<file path="config.mk">
export PLATFORM = sky130hd
export DESIGN_NAME = dsm_adc_ctrl
export DESIGN_NICKNAME = d
export VERILOG_FILES = /design/src/rtl/dsm_adc_ctrl.v /design/src/rtl/sync_edge.v /design/src/rtl/sinc4_decim.v
export VERILOG_INCLUDE_DIRS = /design/src /design/src/rtl
export SDC_FILE = /design/constraint.sdc
export NUM_CORES = 1
export LEC_CHECK = 0
export ABC_AREA = 1
export BUFFER_PORTS_ARGS = -buffer_cell sky130_fd_sc_hd__buf_2
export CAP_MARGIN = 5
export CORE_MARGIN = 1
export CORE_UTILIZATION = 40
export CTS_CLUSTER_DIAMETER = 50
export DETAILED_ROUTE_END_ITERATION = 8
export PLACE_DENSITY = 0.61
export SLEW_MARGIN = 25
export SYNTH_ARGS = -nofsm -noshare
export SYNTH_HDL_FRONTEND = slang
export SYNTH_HIERARCHICAL = 1
export SYNTH_SLANG_ARGS = --single-unit
</file>
<file path="constraint.sdc">
create_clock -name pclk -period 12.8 [get_ports pclk]
set_clock_uncertainty 0.2 [all_clocks]
set_input_delay 0.64 -clock pclk [delete_from_list [all_inputs] [get_ports pclk]]
set_output_delay 0.64 -clock pclk [all_outputs]
set_load 0.01 [all_outputs]
</file>
<file path="src/rtl/dsm_ctrl_regs.vh">
`ifndef DSM_CTRL_REGS_VH
`define DSM_CTRL_REGS_VH

// ---------------------------------------------------------------
// register byte offsets
// ---------------------------------------------------------------
`define OFS_CTRL 12'h000
`define OFS_CFG 12'h004
`define OFS_STATUS 12'h008
`define OFS_RESULT 12'h00c
`define OFS_INT_STAT 12'h010
`define OFS_INT_MASK 12'h014
`define OFS_DECIM 12'h018
`define OFS_MUXSEL 12'h01c

// ---------------------------------------------------------------
// field positions
// ---------------------------------------------------------------
`define CTRL_START 0
`define CTRL_STOP 1
`define CFG_MODE_LO 0
`define CFG_MODE_HI 1
`define CFG_RES8 2
`define CFG_ENABLE 3
`define STAT_DONE 0
`define STAT_BUSY 1
`define STAT_VALID 2
`define INT_DONE 0
`define INT_OVR 1

// ---------------------------------------------------------------
// modes
// ---------------------------------------------------------------
`define MODE_SINGLE 2'd0
`define MODE_MULTI 2'd1
`define MODE_CONT 2'd2
`define MODE_TURBO 2'd3

// ---------------------------------------------------------------
// reset values and timing counts
// ---------------------------------------------------------------
`define CFG_RESET 4'h8
`define DECIM_RESET 10'd63
`define PRIME_CONVS 3'd3
`define SETTLE_SAMPLES 3'd4
`define STAGES 4
`define ACC_W 32

`endif

</file>
<file path="src/rtl/dsm_adc_ctrl.v">
// Design decisions made here: the APB slave port and the register offsets.
`timescale 1ns/1ps
`include "dsm_ctrl_regs.vh"

// Notes on behaviour
// - start by control bit or soc input
// - completion sets status bit and done output
// - done holds until result is read
// - four selectable modes
// - result depends on last four sample periods
// - results invalid until fourth sample after switch
// - twelve bit results at full rate
// - eight bit results at doubled rate
// - one bit stream in, parallel words out
// - stream arrives via analog interface port
// - sinc4 via four integrate-dump stages
// - single mode primes three, completes on fourth
// - continuous: three conversion latency, then free running
// - multi mode re-primes and restarts automatically
// - done goes high at every published result and stays high until read
module dsm_adc_ctrl
(
  input wire pclk,
  input wire presetn,
  input wire psel,
  input wire penable,
  input wire pwrite,
  input wire [11:0] paddr,
  input wire [31:0] pwdata,
  output reg [31:0] prdata,
  output wire pready,
  output wire pslverr,
  input wire aif_bit,
  input wire aif_valid,
  input wire soc,
  input wire dma_ack,
  output wire eoc,
  output wire irq,
  output wire [2:0] amux_sel
);

  // ---------------------------------------------------------------
  // state codes
  // ---------------------------------------------------------------
  localparam S_IDLE = 2'd0;
  localparam S_PRIME = 2'd1;
  localparam S_RUN = 2'd2;

  reg [1:0] state_ff;
  reg [1:0] nxt_state;
  reg [3:0] cfg_ff;
  reg [9:0] decim_ff;
  reg [2:0] mux_ff;
  reg [1:0] int_stat_ff;
  reg [1:0] int_mask_ff;
  reg done_ff;
  reg valid_ff;
  reg [15:0] result_ff;
  reg [9:0] cnt_ff;
  reg [2:0] conv_ff;
  reg [2:0] settle_ff;
  reg clr_ff;

  wire soc_rise;
  wire [31:0] raw;
  wire wr_en;
  wire rd_en;
  wire start_req;
  wire stop_req;
  wire dump;
  wire [1:0] mode;
  wire res8;
  wire [9:0] ratio;
  wire conv_end;
  wire primed;
  wire read_result;
  wire mux_wr;
  wire reprime;
  wire publish;
  wire sel_ctrl;
  wire sel_result;
  wire sel_istat;
  wire [1:0] int_set;
  wire [1:0] int_clr;

  // ---------------------------------------------------------------
  // helpers
  // ---------------------------------------------------------------
  function hit;
    input [11:0] a;
    input [11:0] ofs;
    begin
      hit = (a == ofs);
    end
  endfunction

  // ratio R gives sinc4 growth of R^4; shift back to the result width
  function [15:0] scale;
    input [31:0] r;
    input r8;
    begin
      if (r8)
        scale = {8'h00, r[23:16]};
      else
        scale = {4'h0, r[27:16]};
    end
  endfunction

  // ---------------------------------------------------------------
  // sub blocks
  // ---------------------------------------------------------------
  sync_edge u_soc
  (
    .pclk(pclk),
    .presetn(presetn),
    .din(soc),
    .rise(soc_rise)
  );

  sinc4_decim u_decim
  (
    .pclk(pclk),
    .presetn(presetn),
    .clr(clr_ff),
    .bit_valid(aif_valid & (state_ff != S_IDLE)),
    .bit_in(aif_bit),
    .dump(dump),
    .raw(raw)
  );

  // ---------------------------------------------------------------
  // apb decode
  // ---------------------------------------------------------------
  assign pready = 1'b1;
  assign pslverr = 1'b0;
  assign wr_en = psel & penable & pwrite;
  assign rd_en = psel & penable & ~pwrite;
  assign mode = cfg_ff[`CFG_MODE_HI:`CFG_MODE_LO];
  assign res8 = cfg_ff[`CFG_RES8] | (mode == `MODE_TURBO);
  // halving the ratio doubles the rate at lower resolution
  assign sel_ctrl = hit(paddr, `OFS_CTRL);
  assign sel_result = hit(paddr, `OFS_RESULT);
  assign sel_istat = hit(paddr, `OFS_INT_STAT);
  // a ratio of one would halve to zero and never dump
  assign ratio = res8 ? ((decim_ff[9:1] == 9'd0) ? 10'd1 : {1'b0, decim_ff[9:1]}) : decim_ff;
  assign start_req = (wr_en & sel_ctrl & pwdata[`CTRL_START]) | soc_rise;
  assign stop_req = wr_en & sel_ctrl & pwdata[`CTRL_STOP];
  assign mux_wr = wr_en & hit(paddr, `OFS_MUXSEL) & (pwdata[2:0] != mux_ff);
  assign read_result = (rd_en & sel_result) | dma_ack;
  assign dump = (state_ff != S_IDLE) & aif_valid & (cnt_ff == ratio);
  assign conv_end = dump;
  assign primed = conv_ff >= `PRIME_CONVS;
  // multi and turbo clear the decimator after every published result
  assign reprime = conv_end & primed & (mode != `MODE_SINGLE) & (mode != `MODE_CONT);
  assign amux_sel = mux_ff;

  always @*
  begin
    prdata = 32'h0000_0000;
    if (rd_en)
    begin
      if (hit(paddr, `OFS_CFG))
        prdata = {28'd0, cfg_ff};
      else if (hit(paddr, `OFS_STATUS))
        prdata = {29'd0, valid_ff, (state_ff != S_IDLE), done_ff};
      else if (hit(paddr, `OFS_RESULT))
        prdata = {16'd0, result_ff};
      else if (hit(paddr, `OFS_INT_STAT))
        prdata = {30'd0, int_stat_ff};
      else if (hit(paddr, `OFS_INT_MASK))
        prdata = {30'd0, int_mask_ff};
      else if (hit(paddr, `OFS_DECIM))
        prdata = {22'd0, decim_ff};
      else if (hit(paddr, `OFS_MUXSEL))
        prdata = {29'd0, mux_ff};
    end
  end

  // ---------------------------------------------------------------
  // configuration registers
  // ---------------------------------------------------------------
  always @(posedge pclk or negedge presetn)
  begin
    if (!presetn)
    begin
      cfg_ff <= `CFG_RESET;
      decim_ff <= `DECIM_RESET;
      mux_ff <= 3'd0;
      int_mask_ff <= 2'b00;
    end
    else if (wr_en)
    begin
      if (hit(paddr, `OFS_CFG))
        cfg_ff <= pwdata[3:0];
      else if (hit(paddr, `OFS_DECIM))
        decim_ff <= (pwdata[9:0] == 10'd0) ? 10'd1 : pwdata[9:0];
      else if (hit(paddr, `OFS_MUXSEL))
        mux_ff <= pwdata[2:0];
      else if (hit(paddr, `OFS_INT_MASK))
        int_mask_ff <= pwdata[1:0];
    end
  end

  // ---------------------------------------------------------------
  // sequencer
  // ---------------------------------------------------------------
  // a start while busy is ignored; only idle listens for triggers
  always @*
  begin
    nxt_state = state_ff;
    case (state_ff)
      S_IDLE:
        if (start_req & cfg_ff[`CFG_ENABLE])
          nxt_state = S_PRIME;
      S_PRIME:
        if (stop_req)
          nxt_state = S_IDLE;
        else if (conv_end & primed & (mode == `MODE_SINGLE))
          nxt_state = S_IDLE;
        else if (conv_end & primed & (mode == `MODE_CONT))
          nxt_state = S_RUN;
      S_RUN:
        if (stop_req | ~cfg_ff[`CFG_ENABLE])
          nxt_state = S_IDLE;
        else if (reprime)
          nxt_state = S_PRIME;
      default:
        nxt_state = S_IDLE;
    endcase
  end

  // ---------------------------------------------------------------
  // state register
  // ---------------------------------------------------------------
  always @(posedge pclk or negedge presetn)
  begin
    if (!presetn)
    begin
      state_ff <= S_IDLE;
      clr_ff <= 1'b1;
    end
    else
    begin
      state_ff <= nxt_state;
      // re-prime clears the pipeline so old samples cannot leak in
      clr_ff <= (nxt_state == S_IDLE) | reprime;
    end
  end

  // ---------------------------------------------------------------
  // conversion counters
  // ---------------------------------------------------------------
  // a sample that lands in the clear cycle is dropped, not counted
  always @(posedge pclk or negedge presetn)
  begin
    if (!presetn)
    begin
      cnt_ff <= 10'd1;
      conv_ff <= 3'd0;
    end
    else if ((state_ff == S_IDLE) | clr_ff)
    begin
      cnt_ff <= 10'd1;
      conv_ff <= 3'd0;
    end
    else if (aif_valid)
    begin
      cnt_ff <= dump ? 10'd1 : cnt_ff + 10'd1;
      if (dump & ~primed)
        conv_ff <= conv_ff + 3'd1;
    end
  end

  // ---------------------------------------------------------------
  // result and completion
  // ---------------------------------------------------------------
  assign publish = conv_end & primed;

  always @(posedge pclk or negedge presetn)
  begin
    if (!presetn)
    begin
      result_ff <= 16'h0000;
      done_ff <= 1'b0;
    end
    else
    begin
      if (publish)
        result_ff <= scale(raw, res8);
      // set wins over a read in the same cycle
      if (publish)
        done_ff <= 1'b1;
      else if (read_result)
        done_ff <= 1'b0;
    end
  end

  // ---------------------------------------------------------------
  // settling after an input switch
  // ---------------------------------------------------------------
  // only the status bit tracks settling; results still publish meanwhile
  always @(posedge pclk or negedge presetn)
  begin
    if (!presetn)
    begin
      settle_ff <= 3'd0;
      valid_ff <= 1'b0;
    end
    else
    begin
      if (mux_wr)
        settle_ff <= 3'd0;
      else if (publish & (settle_ff < `SETTLE_SAMPLES))
        settle_ff <= settle_ff + 3'd1;
      if (publish)
        valid_ff <= ~mux_wr & ((settle_ff + 3'd1) >= `SETTLE_SAMPLES);
      else if (mux_wr)
        valid_ff <= 1'b0;
    end
  end

  // ---------------------------------------------------------------
  // interrupts
  // ---------------------------------------------------------------
  // overrun: a new result lands while the last one is still unread
  assign int_set = {publish & done_ff & ~read_result, publish};
  assign int_clr = (wr_en & sel_istat) ? pwdata[1:0] : 2'b00;

  // set wins over a clear in the same cycle
  always @(posedge pclk or negedge presetn)
  begin
    if (!presetn)
      int_stat_ff <= 2'b00;
    else
      int_stat_ff <= (int_stat_ff & ~int_clr) | int_set;
  end

  // irq is a level: it follows the sticky bits, not the events
  assign eoc = done_ff;
  assign irq = |(int_stat_ff & int_mask_ff);

endmodule

</file>
<file path="src/rtl/sync_edge.v">
`timescale 1ns/1ps

// ---------------------------------------------------------------
// two flop synchroniser plus rising edge detect
// ---------------------------------------------------------------
module sync_edge
(
  input wire pclk,
  input wire presetn,
  input wire din,
  output wire rise
);

  reg meta_ff;
  reg sync_ff;
  reg last_ff;

  always @(posedge pclk or negedge presetn)
  begin
    if (!presetn)
    begin
      meta_ff <= 1'b0;
      sync_ff <= 1'b0;
      last_ff <= 1'b0;
    end
    else
    begin
      meta_ff <= din;
      sync_ff <= meta_ff;
      last_ff <= sync_ff;
    end
  end

  // edge is taken on the second flop only
  assign rise = sync_ff & ~last_ff;

endmodule

</file>
<file path="src/rtl/sinc4_decim.v">
`timescale 1ns/1ps
`include "dsm_ctrl_regs.vh"

// ---------------------------------------------------------------
// fourth order integrate-and-dump cascade
// ---------------------------------------------------------------
module sinc4_decim
(
  input wire pclk,
  input wire presetn,
  input wire clr,
  input wire bit_valid,
  input wire bit_in,
  input wire dump,
  output wire [31:0] raw
);

  reg [31:0] integ_ff [0:3];
  reg [31:0] comb_ff [0:3];
  reg [31:0] out_ff;
  reg [31:0] comb_in [0:3];
  reg [31:0] stage;
  integer i;
  integer j;

  // comb chain worked out ahead of the edge, so the clocked process stays non-blocking
  always @*
  begin
    stage = integ_ff[`STAGES-1];
    for (j = 0; j < `STAGES; j = j + 1)
    begin
      comb_in[j] = stage;
      stage = stage - comb_ff[j];
    end
  end

  // modular wraparound is harmless: combs undo the integrator growth
  always @(posedge pclk or negedge presetn)
  begin
    if (!presetn)
    begin
      for (i = 0; i < `STAGES; i = i + 1)
      begin
        integ_ff[i] <= 32'h0000_0000;
        comb_ff[i] <= 32'h0000_0000;
      end
      out_ff <= 32'h0000_0000;
    end
    else if (clr)
    begin
      for (i = 0; i < `STAGES; i = i + 1)
      begin
        integ_ff[i] <= 32'h0000_0000;
        comb_ff[i] <= 32'h0000_0000;
      end
      out_ff <= 32'h0000_0000;
    end
    else
    begin
      if (bit_valid)
      begin
        integ_ff[0] <= integ_ff[0] + {31'd0, bit_in};
        for (i = 1; i < `STAGES; i = i + 1)
          integ_ff[i] <= integ_ff[i] + integ_ff[i-1];
      end
      if (dump)
      begin
        for (i = 0; i < `STAGES; i = i + 1)
          comb_ff[i] <= comb_in[i];
        out_ff <= stage;
      end
    end
  end

  assign raw = out_ff;

endmodule

</file>
Word level (Yosys, flattened, before mapping)
Index checks and enable logic that the tools add are counted.
{ "word_totals": {"latchBits": 0, "mem_bits_rw": 0, "input_bits": 53, "mem_count": 0, "regBits": 341, "rom_bits": 0} }
{ "op_classes": {"n_reduce_logical": 21, "shifts": 0, "mux": 38, "n_mul": 0, "n_eq_ne": 14, "n_div": 0, "magnitude_cmp": 3, "bitwise_logic": 43, "addsub": 11} }
{ "ops": {"columns": ["operator", "n"], "rows": [
  ["$mux 128", 4],
  ["$add 32x32->32", 3],
  ["$sub 32x32->32", 3],
  ["$mux 10", 8],
  ["$mux 16", 4],
  ["$mux 28", 2],
  ["$eq 12x5->1 const B", 4],
  ["$add 32x1->32", 1],
  ["$sub 28x28->28", 1],
  ["$and 1x1->1", 24],
  ["$eq 12x4->1 const B", 2],
  ["$mux 3", 6],
  ["$reduce_bool 2->1", 9],
  ["$mux 2", 7],
  ["$eq 12x3->1 const B", 1],
  ["$logic_not 12->1", 1],
  ["$mux 12", 1],
  ["$add 10x1->10 const B", 1],
  ["$eq 10x10->1", 1],
  ["$logic_not 10->1", 1],
  ["$logic_not 9->1", 1],
  ["$mux 9", 1],
  ["$not 1->1", 9],
  ["$add 3x1->3 const B", 2],
  ["other kinds (19)", 33]
]} }

Longest topological paths before layout
{ "depth": {"depth_word": 13, "depth_mapped": 40, "mapped_depth_nobuf": 40} }

Modules after synthesis
The synthesis kept the hierarchy.
{ "by_module_without_submodules": {"columns": ["mod", "seq_area_each_um2", "cells_per_inst", "area_per_inst_um2", "n_inst"], "rows": [
  ["sinc4_decim", 7206.9, 3000, 21946.0, 1],
  ["dsm_adc_ctrl", 1362.6, 488, 3470.8, 1],
  ["sync_edge", 75.1, 5, 85.1, 1]
]} }

Worst setup path before layout
No wires, ideal clock.
{ "synth_timing": {"path_kind": "register -> register", "from": "reg u_decim/comb_ff[96] (netlist bit)", "to": "reg, netlist name u_decim/raw[30]", "n_path_buf": 0, "slack_ns": 6.411, "path_stages_with_launch": 37, "required_ns": 12.477, "t_arrival_ns": 6.066, "setup_ns": 0.123, "path_cell_list": "dfrtp_1 > ha_1 > fa_1 > o21ai_1 > a21oi_1 > o21bai_1 > nand2_1 > nand2_1 > a21o_1 > nand2_1 > nand2_1 > xor2_1 > ha_1 > a21oi_1 > o21ai_0 > o21bai_1 > a21oi_1 > o21ai_0 > a21oi_1 > xor2_1 > inv_1 > ha_1 > nand2_1 > nor4_1 > nand3_1 > o21ai_1 > a21o_1 > nand2_1 > and2_1 > ha_1 > inv_1 > nor4_1 > nand3_1 > o21ai_0 > a21oi_1 > o21ai_0 > nand2_1"} }
{ "synth_rtl": {"columns": ["item", "line_no", "source"], "rows": [
  ["start: declaration", "sinc4_decim.v:19", "reg [31:0] comb_ff [0:3];"],
  ["start signal: indexed assignment", "sinc4_decim.v:69", "comb_ff[i] <= comb_in[i];"]
]} }

Worst setup path after layout
{ "layout_timing": {"from": "reg u_decim.integ_ff, in the netlist u_decim/comb_in[96]", "to": "reg u_decim.out_ff[26] (netlist: u_decim/raw[26])"} }
{ "layout_between": {"elab_chain_len": 6} }
{ "layout_rtl": {"columns": ["item", "line_no", "source"], "rows": [
  ["start: declaration", "sinc4_decim.v:18", "reg [31:0] integ_ff [0:3];"],
  ["start signal: indexed assignment", "sinc4_decim.v:64", "integ_ff[i] <= integ_ff[i] + integ_ff[i-1];"],
  ["$sub 32x32->32 (3 in series)", "sinc4_decim.v:33", "stage = stage - comb_ff[j];"],
  ["$sub 28x28->28", "sinc4_decim.v:33", null],
  ["$mux 28", "sinc4_decim.v:66", "if (dump)"],
  ["$mux 28", "sinc4_decim.v:49", "else if (clr)"],
  ["end signal: assignment", "sinc4_decim.v:70", "out_ff <= stage;"],
  ["end: declaration", "sinc4_decim.v:20", "reg [31:0] out_ff;"]
]} }
Every way passes these cells. The select of a mux whose other input is x is not followed.
A chain may end at the register's enable or synchronous reset.

==> flow_metrics.env <==
export IMPL_syn_avg_cell_area_um2=7.31
export IMPL_syn_area_um2=21800
export IMPL_worstPathArrival_ns=7.59
export IMPL_critical_path_startpoint_type="flop"
export IMPL_detail_route_first_pass_iterations=5
export IMPL_critPathCaptureType="flop"
export IMPL_cts_max_path_buffers=3
export IMPL_ant_nets=0
export IMPL_grt_total_usage_pct=19.4
export IMPL_leakage_power_nw=12.5
export IMPL_critical_path_max_stage_delay_ns=0.49
export IMPL_outcome="completed"
export IMPL_drv_slew=0
export IMPL_cp_buffers_inverters=2
export IMPL_layout_cells_most_common_list="sky130_fd_sc_hd__nand2_1 (671), sky130_fd_sc_hd__inv_1 (450), sky130_fd_sc_hd__dfrtp_1 (284), sky130_fd_sc_hd__a21oi_1 (260), sky130_fd_sc_hd__o21ai_0 (250)"
export IMPL_vias_in_the_first_global_route=18300
export IMPL_mostFrequentLayoutCell="sky130_fd_sc_hd__nand2_1"
export IMPL_route_detailed_wl_per_inst_um=14.3
export IMPL_max_freq_mhz=137
export IMPL_fp_dieH_um=235
export IMPL_detailedPlacementHpwl_um=40000
export IMPL_initial_antenna_violation_count=0
export IMPL_min_period_ns=7.32
export IMPL_netlist_instances=2974
export IMPL_gp_congestion=0.864
export IMPL_totalNegativeSetupSlack_ns=0
export IMPL_final_core_utilization_pct=45.0
export IMPL_vdd_drop_max_mv=0.0807
export IMPL_grt_ovfl_total=0
export IMPL_setup_viol=0
export IMPL_proportion_of_layout_cells_with_a_drive_suffix_above_1_pct=6.00
export IMPL_hold_viol=0
export IMPL_grt_first_pass_wirelength_um=90100
export IMPL_ctsHtreeMaxLevel=2
export IMPL_grt_start_max_net_pins=116
export IMPL_drv_cap=0
export IMPL_die_w_um=235
export IMPL_core_outline_area_um2=53800
export IMPL_total_area_of_multi_input_combinational_cells_um2=12400
export IMPL_tritoncts="built"
export IMPL_fillerInstances=5531
export IMPL_cts_made_buffers=46
export IMPL_initial_utilization_pct=40.4
export IMPL_root_buffer="sky130_fd_sc_hd__clkbuf_16"
export IMPL_cells_after_dpl=3661
export IMPL_power_density_nw_per_um2=92.8
export IMPL_clk_insertion_delay_late_ns=0.59
export IMPL_routed_wl_um=53400
export IMPL_fin_crit_sh_pct=57.2
export IMPL_area_growth_synth_to_final_pct=11.3
export IMPL_full_die_area_um2=55300
export IMPL_worst_pin_slew_ns=0.927
export IMPL_critical_path_slowest_cell="sky130_fd_sc_hd__nor4_1"
export IMPL_initialDrtViolationCount=1036
export IMPL_clk_pin_slew_worst_paths_ns=0.06
export IMPL_antenna_cells=0
export IMPL_finalNetCount=3278
export IMPL_rows=85
export IMPL_route_detailed_drc=0
export IMPL_storage_cell_area_um2=7340
export IMPL_routed_via_count=19000
export IMPL_ys_warnings_count=6
export IMPL_buffer_ports_inserted=47
export IMPL_num_io_pins=92
export IMPL_critical_path_class="flop to flop"
export IMPL_worstPathRequired_ns=13.07
export IMPL_timing_hold_worst_class="input pin to flop"
export IMPL_ctsResizeCount=0
export IMPL_timing_critical_path_fanout_max=5
export IMPL_rsz_0062_raised_after_global_routing="no"
export IMPL_stdcell_count=3747
export IMPL_vias_per_cell=5.06
export IMPL_path_delay_family="simple AND/OR/NAND/NOR gates"
export IMPL_crit_top_cell="sky130_fd_sc_hd__nand2_1"
export IMPL_timing_max_slew_rel_slack_pct=38.2
export IMPL_cts_sinks=293
registers in the layout (all words and copies together) (netlist names), 2 cells and up:
signal,flops
amux_sel,3
decim_ff,10
settle_ff,3
conv_ff,3
state_ff,2
u_decim/comb_ff,112
u_decim/raw,12
u_decim/integ_ff,84
cnt_ff,10
int_stat_ff,2
u_decim/comb_in,28
int_mask_ff,2
cfg_ff,4
result_ff,12
report_power, final:
part / internal, mW / switching [mW] / leakage [nW]
Clock: 0.788 / 0.491 / 0.766
Combinational: 0.00795 / 0.0317 / 7.71
Sequential: 0.928 / 0.000891 / 4.03
through the flow:
stage	hold slack (ns)	area [µm²]	power [mW]	worst slack, ns
after detailed placement	0.135	22600	0.985	5.38
after floorplan	0.131	21800	0.961	6.79
after global routing	0.133	24200	2.32	4.68
after CTS	0.0972	24200	2.29	5.35
after global placement	0.133	22600	0.985	5.43
final	0.132	24200	2.25	5.48
layer usage:
metal	part of all wire, %	vias to the layer above	GRT usage (%)	wire [µm]
li1	-	9881	-	-
met1	49	8755	26.2	26100
met2	46	268	32.4	24600
met3	3.0	69	2.44	1630
met4	2.1	0	5.60	1120
met5	0	-	0	0
repair_timing:
item / CTS / global route
setup buffers: 0 / 0
hold buffers: 2 / 0
hold endpoints to repair: 87 / 0
cell type report:
| cell class | count | share of cell area, % |
|---|---|---|
| multi-input cells | 2158 | 51.0 |
| inverters | 458 | 7.10 |
| well taps | 696 | 3.60 |
| repair buffers | 59 | 1.50 |
| clock buffers | 57 | 5.18 |
| flip-flops and latches | 293 | 30.3 |
| clock inverters | 26 | 1.29 |
worst reg2reg max path, delay by kind of cell, from the launching register on:
family,cells,cell delay [ns]
buffers and inverters,2,0.13
xor gates and xnor gates,3,0.51
AOI/OAI and AO/OA,9,2.13
DFF,1,0.35
adders and majority gates,5,1.71
and+or+nand+nor,15,2.16
path summary, 6_finish.rpt:
| path | from | end | slack (ns) | cells past startpoint |
|---|---|---|---|---|
| setup / recovery | u_decim/comb_in[96] | u_decim/raw[26] | 5.48 | 34 |
| hold / removal | pwdata[5] | decim_ff[5] | 0.13 | 3 |
| setup reg to reg | u_decim/comb_in[96] | u_decim/raw[26] | 5.48 | 34 |
| hold reg to reg | u_soc/meta_ff | u_soc/sync_ff | 0.15 | 0 |
| max in group asynchronous | presetn | u_decim/integ_ff[58] | 10.35 | 3 |
| min in group asynchronous | presetn | u_decim/comb_ff[24] | 0.48 | 2 |
Note: power is estimated with default switching activity, not from simulation.
